==> config.mk <==
export PLATFORM = sky130hd
export DESIGN_NAME = pls_top
export DESIGN_NICKNAME = d
export VERILOG_FILES = /design/src/include/pls_pkg.sv /design/src/design/pls_sync.sv /design/src/design/pls_top.sv
export VERILOG_INCLUDE_DIRS = /design/src /design/src/include
export SDC_FILE = /design/constraint.sdc
export NUM_CORES = 1
export LEC_CHECK = 0
export ABC_AREA = 1
export BUFFER_PORTS_ARGS = -buffer_cell sky130_fd_sc_hd__buf_2
export CAP_MARGIN = 10
export CORE_ASPECT_RATIO = 0.7
export CORE_MARGIN = 4
export CORE_UTILIZATION = 48
export DETAILED_ROUTE_END_ITERATION = 8
export PLACE_DENSITY = 0.76
export SLEW_MARGIN = 0
export SYNTH_ARGS = -nofsm -noshare
export SYNTH_HDL_FRONTEND = slang
export SYNTH_SLANG_ARGS = --single-unit
export TNS_END_PERCENT = 100
==> constraint.sdc <==
create_clock -name CLK -period 1.4 [get_ports CLK]
set_input_delay 0 -clock CLK [delete_from_list [all_inputs] [get_ports CLK]]
set_output_delay 0 -clock CLK [all_outputs]
set_load 0.02 [all_outputs]
==> src/include/pls_params.svh <==
`ifndef PLS_PARAMS_SVH
`define PLS_PARAMS_SVH

// register byte offsets
`define PLS_OFS_LINK 12'h0d0
`define PLS_OFS_SLOT 12'h0d4
`define PLS_OFS_IRQ_STAT 12'h0e0
`define PLS_OFS_IRQ_MASK 12'h0e4
`define PLS_OFS_MSG_PEND 12'h0e8

// link state report fields
`define PLS_SPEED_LSB 16
`define PLS_SPEED_MSB 19
`define PLS_WIDTH_LSB 20
`define PLS_WIDTH_MSB 25
`define PLS_TRAIN_ERR_BIT 26
`define PLS_TRAINING_BIT 27
`define PLS_CLK_CFG_BIT 28
`define PLS_DL_ACTIVE_BIT 29

// link reset values
`define PLS_SPEED_2G5 4'h1
`define PLS_SPEED_5G 4'h2
`define PLS_WIDTH_X2 6'h02
`define PLS_WIDTH_X1 6'h01

// slot feature word fields
`define PLS_ATTN_BTN_BIT 0
`define PLS_PWR_CTL_BIT 1
`define PLS_ATTN_IND_BIT 3
`define PLS_PWR_IND_BIT 4
`define PLS_SURPRISE_BIT 5
`define PLS_HP_CAP_BIT 6
`define PLS_LIM_VAL_LSB 7
`define PLS_LIM_VAL_MSB 14
`define PLS_LIM_SCL_LSB 15
`define PLS_LIM_SCL_MSB 16
`define PLS_SLOT_NUM_LSB 19
`define PLS_SLOT_NUM_MSB 31
`define PLS_LIM_VAL_RST 8'h00
`define PLS_LIM_SCL_RST 2'h0
`define PLS_SLOT_NUM_RST 13'h0000

// interrupt status bits
`define PLS_IRQ_TRAIN_ERR 0
`define PLS_IRQ_TRAIN_DONE 1
`define PLS_IRQ_DL_CHANGE 2
`define PLS_IRQ_MSG_SENT 3
`define PLS_IRQ_BITS 4

// cycles after reset release before the strap is taken
`define PLS_STRAP_SETTLE 3'h4

`endif

==> src/include/pls_pkg.sv <==
package pls_pkg;
  typedef logic [31:0] pls_word_t;
  typedef logic [11:0] pls_addr_t;
  typedef logic [3:0] pls_irq_t;
  typedef enum logic [1:0] {
    PLS_SEL_NONE,
    PLS_SEL_READ,
    PLS_SEL_WRITE
  } pls_access_t;
endpackage

==> src/design/pls_sync.sv <==
`timescale 1ns/1ps
// three-stage pin synchroniser; output moves only when stages two and three agree
module pls_sync (
  input wire logic clk,
  input wire logic srst,
  input wire logic pin,
  output logic level
);
  logic stage1;
  logic stage2;
  logic stage3;

  // stage1 is read by stage2 alone, never by the filter
  always_ff @(posedge clk) begin
    if (srst) begin
      stage1 <= 1'b0;
      stage2 <= 1'b0;
      stage3 <= 1'b0;
    end else begin
      stage1 <= pin;
      stage2 <= stage1;
      stage3 <= stage2;
    end
  end

  // agreement filter rejects a one-cycle glitch between stages
  always_ff @(posedge clk) begin
    if (srst) begin
      level <= 1'b0;
    end else if (stage2 == stage3) begin
      level <= stage3;
    end
  end
endmodule

==> src/design/pls_top.sv <==
// Implementation choice: the APB slave port.
`timescale 1ns/1ps
`include "pls_params.svh"
module pls_top
  import pls_pkg::*;
#(
  parameter bit IS_UPSTREAM = 1'b0,
  parameter int MSGQ_W = 2
) (
  input wire logic CLK,
  input wire logic SRST,
  input wire logic PSEL,
  input wire logic PENABLE,
  input wire logic PWRITE,
  input wire logic [11:0] PADDR,
  input wire logic [31:0] PWDATA,
  output logic [31:0] PRDATA,
  output logic PREADY,
  output logic PSLVERR,
  input wire logic [3:0] NEG_SPEED,
  input wire logic [5:0] NEG_WIDTH,
  input wire logic NEG_UPDATE,
  input wire logic TRAIN_ACTIVE,
  input wire logic TRAIN_FAIL,
  input wire logic TRAIN_L0,
  input wire logic DL_ACTIVE,
  input wire logic SLOT_CLOCK_STRAP,
  input wire logic CLKCFG_LOAD,
  input wire logic CLKCFG_VALUE,
  input wire logic DFLT_LOAD,
  input wire logic [31:0] DFLT_DATA,
  output logic MSG_VALID,
  input wire logic MSG_READY,
  output logic [7:0] MSG_LIMIT_VALUE,
  output logic [1:0] MSG_LIMIT_SCALE,
  output logic IRQ,
  output logic DLL_REPORT_CAP
);
  localparam logic [MSGQ_W-1:0] PEND_MAX = {MSGQ_W{1'b1}};
  localparam logic [MSGQ_W-1:0] PEND_ONE = {{(MSGQ_W-1){1'b0}}, 1'b1};
  localparam logic [5:0] WIDTH_RST = IS_UPSTREAM ? `PLS_WIDTH_X2 : `PLS_WIDTH_X1;

  // link state
  logic [3:0] speed;
  logic [5:0] width;
  logic train_err;
  logic training;
  logic clk_cfg;
  logic dl_active;
  logic strap_level;
  logic strap_taken;
  logic [2:0] settle_cnt;

  // slot feature fields
  logic attn_btn;
  logic pwr_ctl;
  logic attn_ind;
  logic pwr_ind;
  logic surprise;
  logic hp_cap;
  logic [12:0] slot_num;

  // interrupt and message state
  pls_irq_t irq_stat;
  pls_irq_t irq_mask;
  pls_irq_t irq_evt;
  pls_irq_t irq_clr;
  pls_irq_t next_irq_stat;
  logic [MSGQ_W-1:0] pend_cnt;
  logic [MSGQ_W-1:0] next_pend_cnt;
  logic msg_sent;

  // bus decode
  pls_access_t access;
  logic in_access;
  logic aligned;
  logic hit_link;
  logic hit_slot;
  logic hit_stat;
  logic hit_mask;
  logic hit_pend;
  logic hit_any;
  logic stall;
  logic issue_ready;
  logic wr_fire;
  logic wr_slot;
  pls_word_t link_word;
  pls_word_t slot_word;
  pls_word_t rd_mux;

  // strap pin comes from outside the clock domain
  pls_sync u_strap_sync (
    .clk(CLK),
    .srst(SRST),
    .pin(SLOT_CLOCK_STRAP),
    .level(strap_level)
  );

  // address decode; only word-aligned offsets are mapped
  assign aligned = (PADDR[1:0] == 2'h0);
  assign hit_link = aligned && (PADDR == `PLS_OFS_LINK);
  assign hit_slot = aligned && !IS_UPSTREAM && (PADDR == `PLS_OFS_SLOT);
  assign hit_stat = aligned && (PADDR == `PLS_OFS_IRQ_STAT);
  assign hit_mask = aligned && (PADDR == `PLS_OFS_IRQ_MASK);
  assign hit_pend = aligned && (PADDR == `PLS_OFS_MSG_PEND);
  assign hit_any = hit_link || hit_slot || hit_stat || hit_mask || hit_pend;

  // access phase classification
  assign in_access = PSEL && PENABLE;
  assign access = !in_access ? PLS_SEL_NONE : (PWRITE ? PLS_SEL_WRITE : PLS_SEL_READ);

  // hold a slot write off while the message counter is full
  assign stall = (access == PLS_SEL_WRITE) && hit_slot && (pend_cnt == PEND_MAX);
  assign issue_ready = in_access && !PREADY && !stall;

  // a write takes effect on the edge where pready is sampled high
  assign wr_fire = (access == PLS_SEL_WRITE) && PREADY;
  assign wr_slot = wr_fire && hit_slot;

  // reserved link bits 31:30 and low half read as zero
  assign link_word = {
    2'h0,
    dl_active,
    clk_cfg,
    training,
    train_err,
    width,
    speed,
    16'h0000
  };

  // reserved slot bits 18:17 and 2 read as zero
  assign slot_word = {
    slot_num,
    2'h0,
    MSG_LIMIT_SCALE,
    MSG_LIMIT_VALUE,
    hp_cap,
    surprise,
    pwr_ind,
    attn_ind,
    1'b0,
    pwr_ctl,
    attn_btn
  };

  // read selection; unmapped offsets read zero
  assign rd_mux = hit_link ? link_word :
                  hit_slot ? slot_word :
                  hit_stat ? {28'h0000000, irq_stat} :
                  hit_mask ? {28'h0000000, irq_mask} :
                  hit_pend ? {{(32-MSGQ_W){1'b0}}, pend_cnt} :
                  32'h00000000;

  // one wait state: pready rises on the second access cycle
  always_ff @(posedge CLK) begin
    if (SRST) begin
      PREADY <= 1'b0;
      PSLVERR <= 1'b0;
      PRDATA <= 32'h00000000;
    end else begin
      PREADY <= issue_ready;
      PSLVERR <= issue_ready && !hit_any;
      PRDATA <= (issue_ready && !PWRITE) ? rd_mux : 32'h00000000;
    end
  end

  // speed latched when training reports a result
  always_ff @(posedge CLK) begin
    if (SRST) begin
      speed <= `PLS_SPEED_5G;
    end else if (NEG_UPDATE) begin
      speed <= NEG_SPEED;
    end
  end

  // width reset depends on port direction
  always_ff @(posedge CLK) begin
    if (SRST) begin
      width <= WIDTH_RST;
    end else if (NEG_UPDATE) begin
      width <= NEG_WIDTH;
    end
  end

  // failure wins if both arrive together
  always_ff @(posedge CLK) begin
    if (SRST) begin
      train_err <= 1'b0;
    end else if (TRAIN_FAIL) begin
      train_err <= 1'b1;
    end else if (TRAIN_L0) begin
      train_err <= 1'b0;
    end
  end

  // training and link active mirror the link logic
  always_ff @(posedge CLK) begin
    if (SRST) begin
      training <= 1'b0;
      dl_active <= 1'b0;
    end else begin
      training <= TRAIN_ACTIVE;
      dl_active <= DL_ACTIVE;
    end
  end

  // settle counter lets the synchroniser fill before the strap is taken
  always_ff @(posedge CLK) begin
    if (SRST) begin
      settle_cnt <= 3'h0;
      strap_taken <= 1'b0;
    end else if (!strap_taken) begin
      settle_cnt <= settle_cnt + 3'h1;
      strap_taken <= (settle_cnt == `PLS_STRAP_SETTLE);
    end
  end

  // strap caught once after release; loader override wins over it
  always_ff @(posedge CLK) begin
    if (SRST) begin
      clk_cfg <= 1'b0;
    end else if (CLKCFG_LOAD) begin
      clk_cfg <= CLKCFG_VALUE;
    end else if (!strap_taken && (settle_cnt == `PLS_STRAP_SETTLE)) begin
      clk_cfg <= strap_level;
    end
  end

  // slot feature bits are read only to software
  always_ff @(posedge CLK) begin
    if (SRST) begin
      attn_btn <= 1'b0;
      pwr_ctl <= 1'b0;
      attn_ind <= 1'b0;
      pwr_ind <= 1'b0;
      surprise <= 1'b0;
      hp_cap <= 1'b0;
    end else if (DFLT_LOAD) begin
      attn_btn <= DFLT_DATA[`PLS_ATTN_BTN_BIT];
      pwr_ctl <= DFLT_DATA[`PLS_PWR_CTL_BIT];
      attn_ind <= DFLT_DATA[`PLS_ATTN_IND_BIT];
      pwr_ind <= DFLT_DATA[`PLS_PWR_IND_BIT];
      surprise <= DFLT_DATA[`PLS_SURPRISE_BIT];
      hp_cap <= DFLT_DATA[`PLS_HP_CAP_BIT];
    end
  end

  // slot number, only the loader changes it
  always_ff @(posedge CLK) begin
    if (SRST) begin
      slot_num <= `PLS_SLOT_NUM_RST;
    end else if (DFLT_LOAD) begin
      slot_num <= DFLT_DATA[`PLS_SLOT_NUM_MSB:`PLS_SLOT_NUM_LSB];
    end
  end

  // power limit fields; a bus write beats a loader update
  always_ff @(posedge CLK) begin
    if (SRST) begin
      MSG_LIMIT_VALUE <= `PLS_LIM_VAL_RST;
      MSG_LIMIT_SCALE <= `PLS_LIM_SCL_RST;
    end else if (wr_slot) begin
      MSG_LIMIT_VALUE <= PWDATA[`PLS_LIM_VAL_MSB:`PLS_LIM_VAL_LSB];
      MSG_LIMIT_SCALE <= PWDATA[`PLS_LIM_SCL_MSB:`PLS_LIM_SCL_LSB];
    end else if (DFLT_LOAD) begin
      MSG_LIMIT_VALUE <= DFLT_DATA[`PLS_LIM_VAL_MSB:`PLS_LIM_VAL_LSB];
      MSG_LIMIT_SCALE <= DFLT_DATA[`PLS_LIM_SCL_MSB:`PLS_LIM_SCL_LSB];
    end
  end

  // one pending message per slot write; payload is the live value
  assign msg_sent = MSG_VALID && MSG_READY;
  assign next_pend_cnt = wr_slot && !msg_sent ? pend_cnt + PEND_ONE :
                         !wr_slot && msg_sent ? pend_cnt - PEND_ONE :
                         pend_cnt;

  // message valid stays high while any write is unsent
  always_ff @(posedge CLK) begin
    if (SRST) begin
      pend_cnt <= {MSGQ_W{1'b0}};
      MSG_VALID <= 1'b0;
    end else begin
      pend_cnt <= next_pend_cnt;
      MSG_VALID <= (next_pend_cnt != {MSGQ_W{1'b0}});
    end
  end

  // capability only on hot-plug capable downstream ports
  always_ff @(posedge CLK) begin
    if (SRST) begin
      DLL_REPORT_CAP <= 1'b0;
    end else begin
      DLL_REPORT_CAP <= !IS_UPSTREAM && hp_cap;
    end
  end

  // interrupt events; training done and link change from observed edges, training fail and message sent taken as they come
  assign irq_evt[`PLS_IRQ_TRAIN_ERR] = TRAIN_FAIL;
  assign irq_evt[`PLS_IRQ_TRAIN_DONE] = training && !TRAIN_ACTIVE;
  assign irq_evt[`PLS_IRQ_DL_CHANGE] = dl_active != DL_ACTIVE;
  assign irq_evt[`PLS_IRQ_MSG_SENT] = msg_sent;

  // write-one-to-clear; a new event in the same cycle wins over the clear
  assign irq_clr = (wr_fire && hit_stat) ? PWDATA[`PLS_IRQ_BITS-1:0] : 4'h0;
  assign next_irq_stat = (irq_stat & ~irq_clr) | irq_evt;

  // sticky status and its mask
  always_ff @(posedge CLK) begin
    if (SRST) begin
      irq_stat <= 4'h0;
      irq_mask <= 4'h0;
    end else begin
      irq_stat <= next_irq_stat;
      if (wr_fire && hit_mask) begin
        irq_mask <= PWDATA[`PLS_IRQ_BITS-1:0];
      end
    end
  end

  // irq registered from next values so it tracks status without lag
  always_ff @(posedge CLK) begin
    if (SRST) begin
      IRQ <= 1'b0;
    end else begin
      IRQ <= |(next_irq_stat & ((wr_fire && hit_mask) ? PWDATA[3:0] : irq_mask));
    end
  end
endmodule

# Word level (Yosys, flattened, before mapping)
# Index checks and enable logic that the tools add are counted.
[op_classes]
bitwise = 5
muxes = 20
eq_ne = 10
addsub = 3
n_reduce_logical = 42
[ops]
columns = ["cell", "n"]
rows = [
  ["$eq 12x8->1 const B", 5],
  ["$mux 32", 1],
  ["$mux 30", 1],
  ["$logic_and 1x1->1", 21],
  ["$mux 4", 4],
  ["$mux 8", 2],
  ["$mux 2", 7],
  ["$and 4x4->4", 2],
  ["$logic_not 1->1", 8],
  ["$reduce_bool 2->1", 4],
  ["$reduce_or 4->1", 2],
  ["$mux 1", 5],
  ["$eq 2x2->1 const B", 2],
  ["$logic_or 1x1->1", 4],
  ["$not 4->4", 1],
  ["$or 4x4->4", 1],
  ["$add 3x1->3 const B", 1],
  ["$eq 3x3->1 const B", 1],
  ["$reduce_or 3->1", 1],
  ["$add 2x1->2 const B", 1],
  ["$logic_not 2->1", 1],
  ["$reduce_or 2->1", 1],
  ["$sub 2x1->2 const B", 1],
  ["$eq 1x1->1", 1],
  ["other kinds (2)", 2],
]
[totals]
output_inout_bits = 47
in_bits = 101
ff_bits = 98

# Logic depth before layout (Yosys ltp)
# Gate-level depths: netlist (run 1).
[depth]
word_depth = 11
depth_mapped = 12
ltp_nobuf = 11

# Hierarchy
# A second synthesis (run 1) with hierarchy kept.
[unflattened]
cells_unflattened = 475
area_unflattened_um2 = 3716.1
[by_module_without_submodules]
columns = ["mod", "area_each_um2", "cells_per_inst", "instances", "seq_area_each_um2"]
rows = [
  ["pls_top", 3594.7, 462, 1, 1881.8],
  ["pls_sync", 121.4, 13, 1, 80.1],
]

# Worst setup path before layout (run 1)
# No wires, ideal clock.
[synth_timing]
kind = "register -> register"
startpoint = "register PREADY"
endpoint = "register MSG_VALID"
path_slack_ps = 6
required_time_ps = 1286
arrival_ps = 1280
path_stages_with_launch = 10
path_cell_list = "dfxtp_1 inv_1 nor2_4 nand3_4 nand2_2 inv_2 o21ai_1 nand2_1 nand2_1 nand2_1"
[synth_via]
elab_chain_cells = 7
elab_cells_between_ends = 8
cone_classes = "2 x mux; 6 x reduce/logical"
[synth_rtl]
columns = ["item", "line_no", "rtl"]
rows = [
  ["from (decl)", "pls_top.sv:18", "output logic PREADY,"],
  ["from (signal assigned)", "pls_top.sv:162", "PREADY <= issue_ready;"],
  ["$logic_and 1x1->1 (*)", "pls_top.sv:117", "assign wr_fire = (access == PLS_SEL_WRITE) && PREADY;"],
  ["$logic_and 1x1->1 (*)", "pls_top.sv:118", "assign wr_slot = wr_fire && hit_slot;"],
  ["$logic_not 1->1", "pls_top.sv:275", "!wr_slot && msg_sent ? pend_cnt - PEND_ONE :"],
  ["$logic_and 1x1->1", "pls_top.sv:275", ""],
  ["$mux 2", "pls_top.sv:275", ""],
  ["$mux 2 (*)", "pls_top.sv:274", "assign next_pend_cnt = wr_slot && !msg_sent ? pend_cnt + PEND_ONE :"],
  ["$reduce_bool 2->1 (*)", "pls_top.sv:285", "MSG_VALID <= (next_pend_cnt != {MSGQ_W{1'b0}});"],
  ["to (signal assigned)", "pls_top.sv:285", ""],
  ["to (decl)", "pls_top.sv:32", "output logic MSG_VALID,"],
]
# Mark *: on every way between the ends. The rest lies on a longest branch, timed or not.
# A chain may end at the register's enable or synchronous reset.

# Worst setup path after layout (run 1)
[layout_timing]
startpoint = "register pend_cnt[1]"
endpoint = "register PRDATA[30]"
[layout_via]
elab_chain_cells = 7
[layout_rtl]
columns = ["item", "line_no", "rtl"]
rows = [
  ["from (decl)", "pls_top.sv:69", "logic [MSGQ_W-1:0] pend_cnt;"],
  ["from (signal assigned)", "pls_top.sv:281", "pend_cnt <= {MSGQ_W{1'b0}};"],
  ["from (signal assigned)", "pls_top.sv:284", "pend_cnt <= next_pend_cnt;"],
  ["$eq 2x2->1", "pls_top.sv:113", "assign stall = (access == PLS_SEL_WRITE) && hit_slot && (pend_cnt == PEND_MAX);"],
  ["$logic_and 1x1->1", "pls_top.sv:113", ""],
  ["$logic_not 1->1", "pls_top.sv:114", "assign issue_ready = in_access && !PREADY && !stall;"],
  ["$logic_and 1x1->1", "pls_top.sv:114", ""],
  ["$logic_and 1x1->1", "pls_top.sv:164", "PRDATA <= (issue_ready && !PWRITE) ? rd_mux : 32'h00000000;"],
  ["$not 1->1 (no line)", "-", ""],
  ["$reduce_or 3->1 (no line)", "-", ""],
  ["to (signal assigned)", "pls_top.sv:164", ""],
  ["to (decl)", "pls_top.sv:17", "output logic [31:0] PRDATA,"],
]
# Every way passes these cells.

==> impl_metrics.ini, run 1 <==
[sta]
setup_viol = 0
post-route-min-period_ns = 1.40
max_freq_mhz = 716
relSlewSlack = 0.772
min_period_over_period = 0.998
fin_ws_ns = 0.00339
rsz0062_at_grt = true
hold_viol_final = 0
tightest_slew_ns = 0.341
clock_skew_ns = 0.00729
drv_slew = 0

[cells_and_area]
instances_no_fill = 766
fin_util = 0.736
final_nets = 769
diodes = 0
areaGrowthSynthToFinish_pct = 46.1
drive_gt1_frac = 0.299

[placed_design]
dp_cells = 684
place_congestion = 0.852
place_hpwl_um = 6990
post-place-ws_ns = -0.0660
port_buffers = 126

[global_routing]
grt_usage = 0.221
grt_antenna_before_repair = 0
grt_busiest_layer = met2
met2_usage = 0.402
grt_pass1_wl_um = 16300
grt_util_met3 = 0.0751
grt-ovfl-total = 0
grt_util_met1 = 0.264
grt_pass1_vias = 3600
grt_max_degree = 36

[clocking]
cts_max_path_buffers = 2
htree_levels = 3
cts.sinks = 98
cts_root_buf = clkbuf_8
cts_tree = built
worstSkewPairLatency_ns = 0.36
cts_buffers = 9
cts.clk_slew.worst_paths_ns = 0.09

[synth]
ys_ff_latch = 98
yosys_warnings = 0
syn-num-nets = 567
syn_avg_cell_area_um2 = 8.11
synth_edf_count = 0
async_flop_share = 0
syn_area_um2 = 3750
postSynthCellCount = 463
synth.distinct_cells = 34
ys_seq_area_frac = 0.523
synth_ff_type = dfxtp_1

[route]
drtIter0Drc = 235
viasPerCell = 4.87
wire_per_inst_um = 13.5
routed_wl_um = 10300
vias = 3730
dr.pass1.iters = 4
route.detailed.drc = 0
ant_nets = 0

[power]
cellPowerDensity_nw_per_um2 = 1030
ir_drop_uv = 796
p_leak_uw = 0.00262

[critical_path]
critPathKind = reg -> reg
worstPathRequired_ns = 1.70
worstPathArrival_ns = 1.70
cp-end-kind = register
start_kind = register
cp_max_fo = 6

[status]
status = complete, no violations

[floorplanning]
die_h_um = 82.0
ios = 148
die-area_um2 = 9320
start_util = 0.504
core-area_um2 = 7450
die_x_um = 114
rows = 26

[hold_path]
min_path_type = in -> reg

[job]
drv_cap = 0
## synth_stat cells, types with 3 or more instances
cell	n	area share
dfxtp_1	98	0.52
nor2_1	68	0.068
inv_1	59	0.059
nand2_1	59	0.059
a21oi_1	40	0.053
o21ai_0	38	0.051
nand3_1	14	0.019
a211oi_1	12	0.024
clkbuf_1	12	0.012
nand4_1	9	0.015
nor2_2	8	0.013
o21ai_2	6	0.014
nand2_2	5	0.0083
buf_6	4	0.012
ha_1	3	0.010
nor2_4	3	0.0090
## through the flow
stage	instance area (um2)	hold slack [ns]	power (uW)	setup TNS [ns]
CTS	5380	0.00264	5610	0
detailed placement	4560	0.218	3720	-0.801
global route	5490	0.0167	5900	-0.479
floorplan	3750	0.107	3450	0
global placement	4560	0.203	3680	0
finish	5490	0.0275	5640	0
## layout make-up
class	count	area [um2]
Inverter	63	238
Clock inverter	2	37.5
Fill cell	578	1960
Timing Repair Buffer	210	1470
Multi-Input combinational cell	283	1490
Tap cell	98	123
Clock buffer	12	155
Sequential cell	98	1970
## where the power goes
| part | internal, uW | total, uW | switching (uW) |
|---|---|---|---|
| clock network | 905 | 1780 | 876 |
| registers | 2940 | 3020 | 83.9 |
| logic | 409 | 836 | 427 |
## worst paths after layout
| check | start | endpoint | slack [ns] | cells past startpoint |
|---|---|---|---|---|
| setup / recovery | pend_cnt[1] | PRDATA[30] | 0.003 | 8 |
| hold / removal | MSG_READY | irq_stat[3] | 0.03 | 3 |
| setup reg to reg | pend_cnt[1] | PRDATA[30] | 0.003 | 8 |
| hold reg to reg | u_strap_sync.stage1 | u_strap_sync.stage2 | 0.41 | 2 |
## placed cells by master (no fill, tap or decap), types with 2 or more instances in the layout
| master | n |
|---|---|
| buf_6 | 4 |
| nor3_4 | 2 |
| o211ai_1 | 2 |
| nand3_4 | 2 |
| nor2_1 | 67 |
| a211oi_1 | 12 |
| dfxtp_2 | 2 |
| dlygate4sd3_1 | 61 |
| nor2_2 | 8 |
| o21ai_2 | 5 |
| inv_2 | 2 |
| a21oi_1 | 40 |
| o21ai_0 | 38 |
| nand4_1 | 9 |
| clkbuf_8 | 11 |
| buf_2 | 126 |
| nor2_4 | 4 |
| o21ai_1 | 2 |
| inv_1 | 59 |
| dfxtp_1 | 95 |
| ha_1 | 2 |
| a31oi_1 | 2 |
| nand2_2 | 7 |
| nand2_1 | 57 |
| buf_12 | 3 |
| buf_4 | 15 |
| nand3_1 | 14 |
## state kept, by name, indices dropped and copies added (netlist names), 2 cells and up
name / flops
MSG_LIMIT_SCALE: 2
MSG_LIMIT_VALUE: 8
PRDATA: 32
irq_mask: 4
irq_stat: 4
pend_cnt: 2
settle_cnt: 3
slot_num: 13
speed: 4
width: 6
## metal layers
layer,part of all wire,up-vias
met5,0,-
met4,0.0023,0
met3,0.088,3
met2,0.48,137
met1,0.43,1685
li1,-,1905
## timing repair
| item | 4_1_cts | 5_1_grt |
|---|---|---|
| buffers inserted | 1 | 6 |
| gates resized for setup | 3 | 18 |
| hold buffers | 61 | 0 |
| pin swaps | 1 | 6 |
| endpoints found under the hold margin | 53 | 0 |
| endpoints found under the setup margin | 20 | 32 |
## critical path, stage by stage, from the launching register on
cell	delay [ns]
dfxtp_2	0.35
ha_4	0.15
nand4_1	0.12
nand3_2	0.13
nor2_4	0.16
nand2_4	0.11
buf_6	0.15
buf_6	0.10
nor2_1	0.06
## kinds of logic (layout without fill, tap and decap cells)
| kind of cell | count (synthesis) | count (layout) | synth area share |
|---|---|---|---|
| compound gates | 103 | 103 | 0.154 |
| xor+xnor | 1 | 1 | 0.00233 |
| fa+ha+maj | 3 | 3 | 0.0100 |
| buf+inv | 82 | 287 | 0.0920 |
| flops | 98 | 98 | 0.523 |
| simple gates | 176 | 176 | 0.219 |
(Power assumes the default switching activity.)
==> run 2: changes to the inputs <==
--- a/config.mk
+++ b/config.mk
@@ -11,9 +11,10 @@
 export CAP_MARGIN = 10
 export CORE_ASPECT_RATIO = 0.7
 export CORE_MARGIN = 4
-export CORE_UTILIZATION = 48
+export CORE_UTILIZATION = 45
 export DETAILED_ROUTE_END_ITERATION = 8
-export PLACE_DENSITY = 0.76
+export MAX_ROUTING_LAYER = met4
+export PLACE_DENSITY = 0.72
 export SLEW_MARGIN = 0
 export SYNTH_ARGS = -nofsm -noshare
 export SYNTH_HDL_FRONTEND = slang
==> run 2 against run 1 <==
Sequential cell count unchanged. Core utilization is 5.1 points lower. Register-to-register slack is essentially flat. Final cell count down 1.0%. Hold slack worse by 0.012 ns. Combinational power decreased by 4.4%. Critical path depth rose by 1. Wire length fell by 0.55%. Clock skew fell by 0.0020 ns. Largest cell class unchanged.
==> impl_metrics.ini, run 2 (synthesized netlist as in run 1, its figures left out) <==
[power]
p_int_uw = 4780
cellPowerDensity_nw_per_um2 = 1140
sequentialPowerShare = 0.484
ir_drop_uv = 829
pwr-share-clk = 0.388
switching_share = 0.234
p_sw_uw = 1460
p_leak_uw = 0.00263
power_frac_comb = 0.128

[route]
wire_per_inst_um = 13.5
vias = 3638
route.detailed.drc = 0
viasPerCell = 4.80
routed_wl_um = 10300
drtIter0Drc = 208
ant_nets = 0
dr.pass1.iters = 4

[cells_and_area]
areaGrowthSynthToFinish_pct = 46.1
top_register = PRDATA
largest_register_ffs = 32
layout_commonest_cell = buf_2
fillers = 653
instances_no_fill = 758
final_nets = 758
reg_top3 = PRDATA x32, slot_num x13, MSG_LIMIT_VALUE x8
multi_input_area_um2 = 1470
drive_gt1_frac = 0.298
register_area_um2 = 1970
stdcell_area_um2 = 5490
diodes = 0
final_cell_mix = buf_2, dfxtp_1, nor2_1, inv_1, nand2_1

[critical_path]
critPathKind = in -> reg
r2r_cells = 10
slowest_delay_ns = 0.55
cp_max_fo = 13
crit_path_cell_trace = dlygate4sd3_1 > buf_2 > nor3_2 > nand3_2 > buf_4 > nor2_4 > buf_12 > inv_1 > nor2_1
crit_slowest_cell = dlygate4sd3_1
cp-end-kind = register
worstPathArrival_ns = 1.65
start_kind = input pin
worstPathRequired_ns = 1.67

[sta]
drv_slew = 0
tightest_slew_ns = 0.319
min_period_over_period = 0.987
rsz0062_at_grt = true
clock_skew_ns = 0.00530
max_freq_mhz = 724
post-route-min-period_ns = 1.38
setup_viol = 0
hold_viol_final = 0
fin_ws_ns = 0.0181
relSlewSlack = 0.785

[global_routing]
grt_pass1_wl_um = 16200
grt_pass1_vias = 3456
grt_max_degree = 34
grt_usage = 0.213
grt_antenna_before_repair = 0
grt-ovfl-total = 0

[floorplanning]
die_h_um = 84.4
start_util = 0.469
die-area_um2 = 9890
core-area_um2 = 8010
ios = 148
die_x_um = 117
rows = 27

[clocking]
htree_levels = 3
cts_max_path_buffers = 2
worstSkewPairLatency_ns = 0.33
cts_buffers = 9
cts_root_buf = clkbuf_16
cts_tree = built
cts.clk_slew.worst_paths_ns = 0.06
cts.sinks = 98

[placed_design]
port_buffers = 126
place_congestion = 0.907
dp_cells = 688
placed_area_um2 = 4590
place_hpwl_um = 7030
post-place-ws_ns = -0.0471

[hold_path]
min_path_type = in -> reg
whs_path_depth = 3

[job]
drv_cap = 0

[status]
status = complete, no violations
[run 2: changes by cell type in the layout (fill, tap and decap cells not counted), sizes merged]
cell / delta
buf: -4
dlygate4sd3: -9
nand2: +1
clkbuf: +1
[run 2: power by group through the flow]
stage / logic (uW) / clock network, uW / registers [uW]
after floorplan: 354 / 0 / 3090
after global placement: 644 / 0 / 3060
after detailed placement: 659 / 0 / 3070
after CTS: 777 / 2490 / 3010
after global routing: 896 / 2590 / 3030
final: 799 / 2420 / 3020
[run 2: metrics by stage]
stage / TNS [ns] / utilization / hold slack, ns / total power (uW)
floorplan: 0 / - / 0.107 / 3450
CTS: 0 / 0.677 / 0.00730 / 6280
global placement: 0 / 0.574 / 0.204 / 3710
global route: -0.976 / 0.685 / 0.0255 / 6520
detailed placement: -0.360 / 0.574 / 0.221 / 3730
finish: 0 / 0.685 / 0.0154 / 6240
[run 2: what timing repair did]
| item | in CTS | in global routing |
|---|---|---|
| endpoints found under the hold margin | 50 | 0 |
| setup endpoints to repair | 18 | 49 |
| hold buffers | 52 | 0 |
| pin swaps | 0 | 3 |
| cloned | 0 | 2 |
| gates resized for setup | 2 | 8 |
| setup buffers | 0 | 2 |
[run 2: area by class of cell]
class / instances / area share
Sequential cell: 98 / 0.358
Clock inverter: 2 / 0.00684
Timing Repair Buffer: 198 / 0.253
Inverter: 63 / 0.0433
Clock buffer: 12 / 0.0468
Tap cell: 101 / 0.0230
Multi-Input combinational cell: 284 / 0.268
[run 2: path summary, 6_finish.rpt]
| kind | start | to | slack (ns) |
|---|---|---|---|
| setup / recovery | SRST | PRDATA[17] | 0.02 |
| setup reg to reg | PREADY | IRQ | 0.02 |
| hold / removal | DFLT_DATA[8] | MSG_LIMIT_VALUE[1] | 0.02 |
| hold reg to reg | u_strap_sync.stage1 | u_strap_sync.stage2 | 0.41 |
[run 2: critical path: cells and delay by family]
kind	cells	cell delay [ns]
buffers and inverters	5	1.06
and+or+nand+nor	4	0.57
[run 2: per-layer routing]
metal / track usage / vias to the layer above / routed length [um]
li1: - / 1885 / -
met1: 0.261 / 1610 / 4660
met2: 0.351 / 130 / 4840
met3: 0.0504 / 13 / 645
met4: 0.0573 / 0 / 114
met5: - / - / 0
==> run 3: changes to the inputs <==
--- a/config.mk
+++ b/config.mk
@@ -14,7 +14,7 @@
 export CORE_UTILIZATION = 45
 export DETAILED_ROUTE_END_ITERATION = 8
 export MAX_ROUTING_LAYER = met4
-export PLACE_DENSITY = 0.72
+export PLACE_DENSITY_LB_ADDON = 0.12
 export SLEW_MARGIN = 0
 export SYNTH_ARGS = -nofsm -noshare
 export SYNTH_HDL_FRONTEND = slang
==> run 3 against run 2 <==
The run now ends with setup timing left. Clock power hardly changed. Non-clock buffer count is 9 higher. Sequential cell count unchanged. Critical path depth unchanged. Wire length up 0.30%. Largest cell class unchanged. Critical path type is now reg -> reg.
==> impl_metrics.ini, run 3 (synthesized netlist as in run 1, its figures left out) <==
[status]
status = complete, but fails checks
violations = setup timing

[power]
pwr-share-clk = 0.388
cellPowerDensity_nw_per_um2 = 1120
p_sw_uw = 1530
ir_drop_uv = 727
switching_share = 0.242
power_uw = 6310
sequentialPowerShare = 0.479
p_int_uw = 4780
p_leak_uw = 0.00269
power_frac_comb = 0.133

[route]
dr.pass1.iters = 4
ant_nets = 0
wire_per_inst_um = 13.4
vias = 3702
viasPerCell = 4.82
route.detailed.drc = 0
drtIter0Drc = 255
routed_wl_um = 10300

[cells_and_area]
register_area_um2 = 1970
reg_top3 = PRDATA x32, slot_num x13, MSG_LIMIT_VALUE x8
drive_gt1_frac = 0.334
final_nets = 766
final_cell_mix = buf_2, dfxtp_1, inv_1, nor2_1, nand2_1
fillers = 664
areaGrowthSynthToFinish_pct = 49.7
layout_commonest_cell = buf_2
top_register = PRDATA
stdcell_area_um2 = 5620
diodes = 0
largest_register_ffs = 32
multi_input_area_um2 = 1520

[floorplanning]
ios = 148
die-area_um2 = 9890
die_h_um = 84.4
core-area_um2 = 8010
start_util = 0.469
rows = 27
die_x_um = 117

[clocking]
cts.sinks = 98
worstSkewPairLatency_ns = 0.34
cts_max_path_buffers = 2
cts_tree = built
cts.clk_slew.worst_paths_ns = 0.07
htree_levels = 3
cts_buffers = 9
cts_root_buf = clkbuf_16

[sta]
max_freq_mhz = 687
min_period_over_period = 1.04
fin_hold_ws_ns = 0.00292
clock_skew_ns = 0.00522
post-route-min-period_ns = 1.46
drv_slew = 0
fin_ws_ns = -0.0559
hold_viol_final = 0
relSlewSlack = 0.757
tightest_slew_ns = 0.364
setup_viol = 7
setup_tns_ns = -0.145
rsz0062_at_grt = true

[critical_path]
cp-end-kind = register
start_kind = register
cp_max_fo = 9
worstPathRequired_ns = 1.61
worstPathArrival_ns = 1.67
critPathKind = reg -> reg

[global_routing]
grt-ovfl-total = 0
grt_max_degree = 36
grt_pass1_vias = 3542
grt_pass1_wl_um = 16100
grt_usage = 0.211
grt_antenna_before_repair = 0

[placed_design]
placed_area_um2 = 4580
place_congestion = 0.860
place_hpwl_um = 6840
port_buffers = 126

[job]
drv_cap = 0

[hold_path]
min_path_type = in -> reg
[run 3: power groups by stage]
| stage | clock network [uW] | registers, uW | logic, uW |
|---|---|---|---|
| 2_1_floorplan | 0 | 3090 | 354 |
| 3_3_place_gp | 0 | 3070 | 652 |
| 3_5_place_dp | 0 | 3070 | 667 |
| 4_1_cts | 2500 | 3010 | 786 |
| 5_1_grt | 2620 | 3030 | 943 |
| 6_report | 2450 | 3020 | 840 |
[run 3: final timing paths]
kind,endpoint,slack (ns),cells after the start,startpoint
hold / removal,MSG_LIMIT_VALUE[7],0.003,3,DFLT_DATA[14]
hold reg to reg,u_strap_sync.stage2,0.42,2,u_strap_sync.stage1
setup / recovery,MSG_LIMIT_VALUE[3],-0.06,9,PREADY
setup reg to reg,MSG_LIMIT_VALUE[3],-0.06,9,PREADY
[run 3: timing repair]
item / in CTS / in global routing
gates cloned: 0 / 2
hold buffers: 51 / 0
resized for setup: 7 / 28
hold endpoints to repair: 49 / 0
pin swaps: 2 / 9
setup buffers: 1 / 5
setup endpoints to repair: 17 / 43
[run 3: area by class of cell]
type                       count  share of cell area
inverter                      63              0.0423
clock buffer                  12              0.0439
clock inverter                 4             0.00913
tap                          101              0.0225
multi-input combinational    283               0.271
timing repair buffer         207               0.262
sequential                    98               0.350
[run 3: layer usage]
| layer | track usage | wire length, um |
|---|---|---|
| met5 | - | 0 |
| met2 | 0.333 | 4730 |
| met1 | 0.266 | 4620 |
| met3 | 0.0562 | 780 |
| met4 | 0.0604 | 159 |
[run 3: worst max-delay path, stage by stage, from the launching register on]
cell,delay [ns]
dfxtp_2,0.35
buf_6,0.10
inv_2,0.03
nor2_4,0.10
buf_4,0.13
nand3_4,0.11
buf_12,0.18
clkbuf_16,0.16
nor2_1,0.11
a211oi_1,0.07
[run 3: metrics by stage]
stage          setup WS, ns   util  std cells
2_1_floorplan       0.00628      -        463
3_3_place_gp        -0.0866  0.572        693
3_5_place_dp         -0.143  0.572        693
4_1_cts              0.0100  0.677        761
5_1_grt              -0.130  0.702        768
6_report            -0.0559  0.702        768
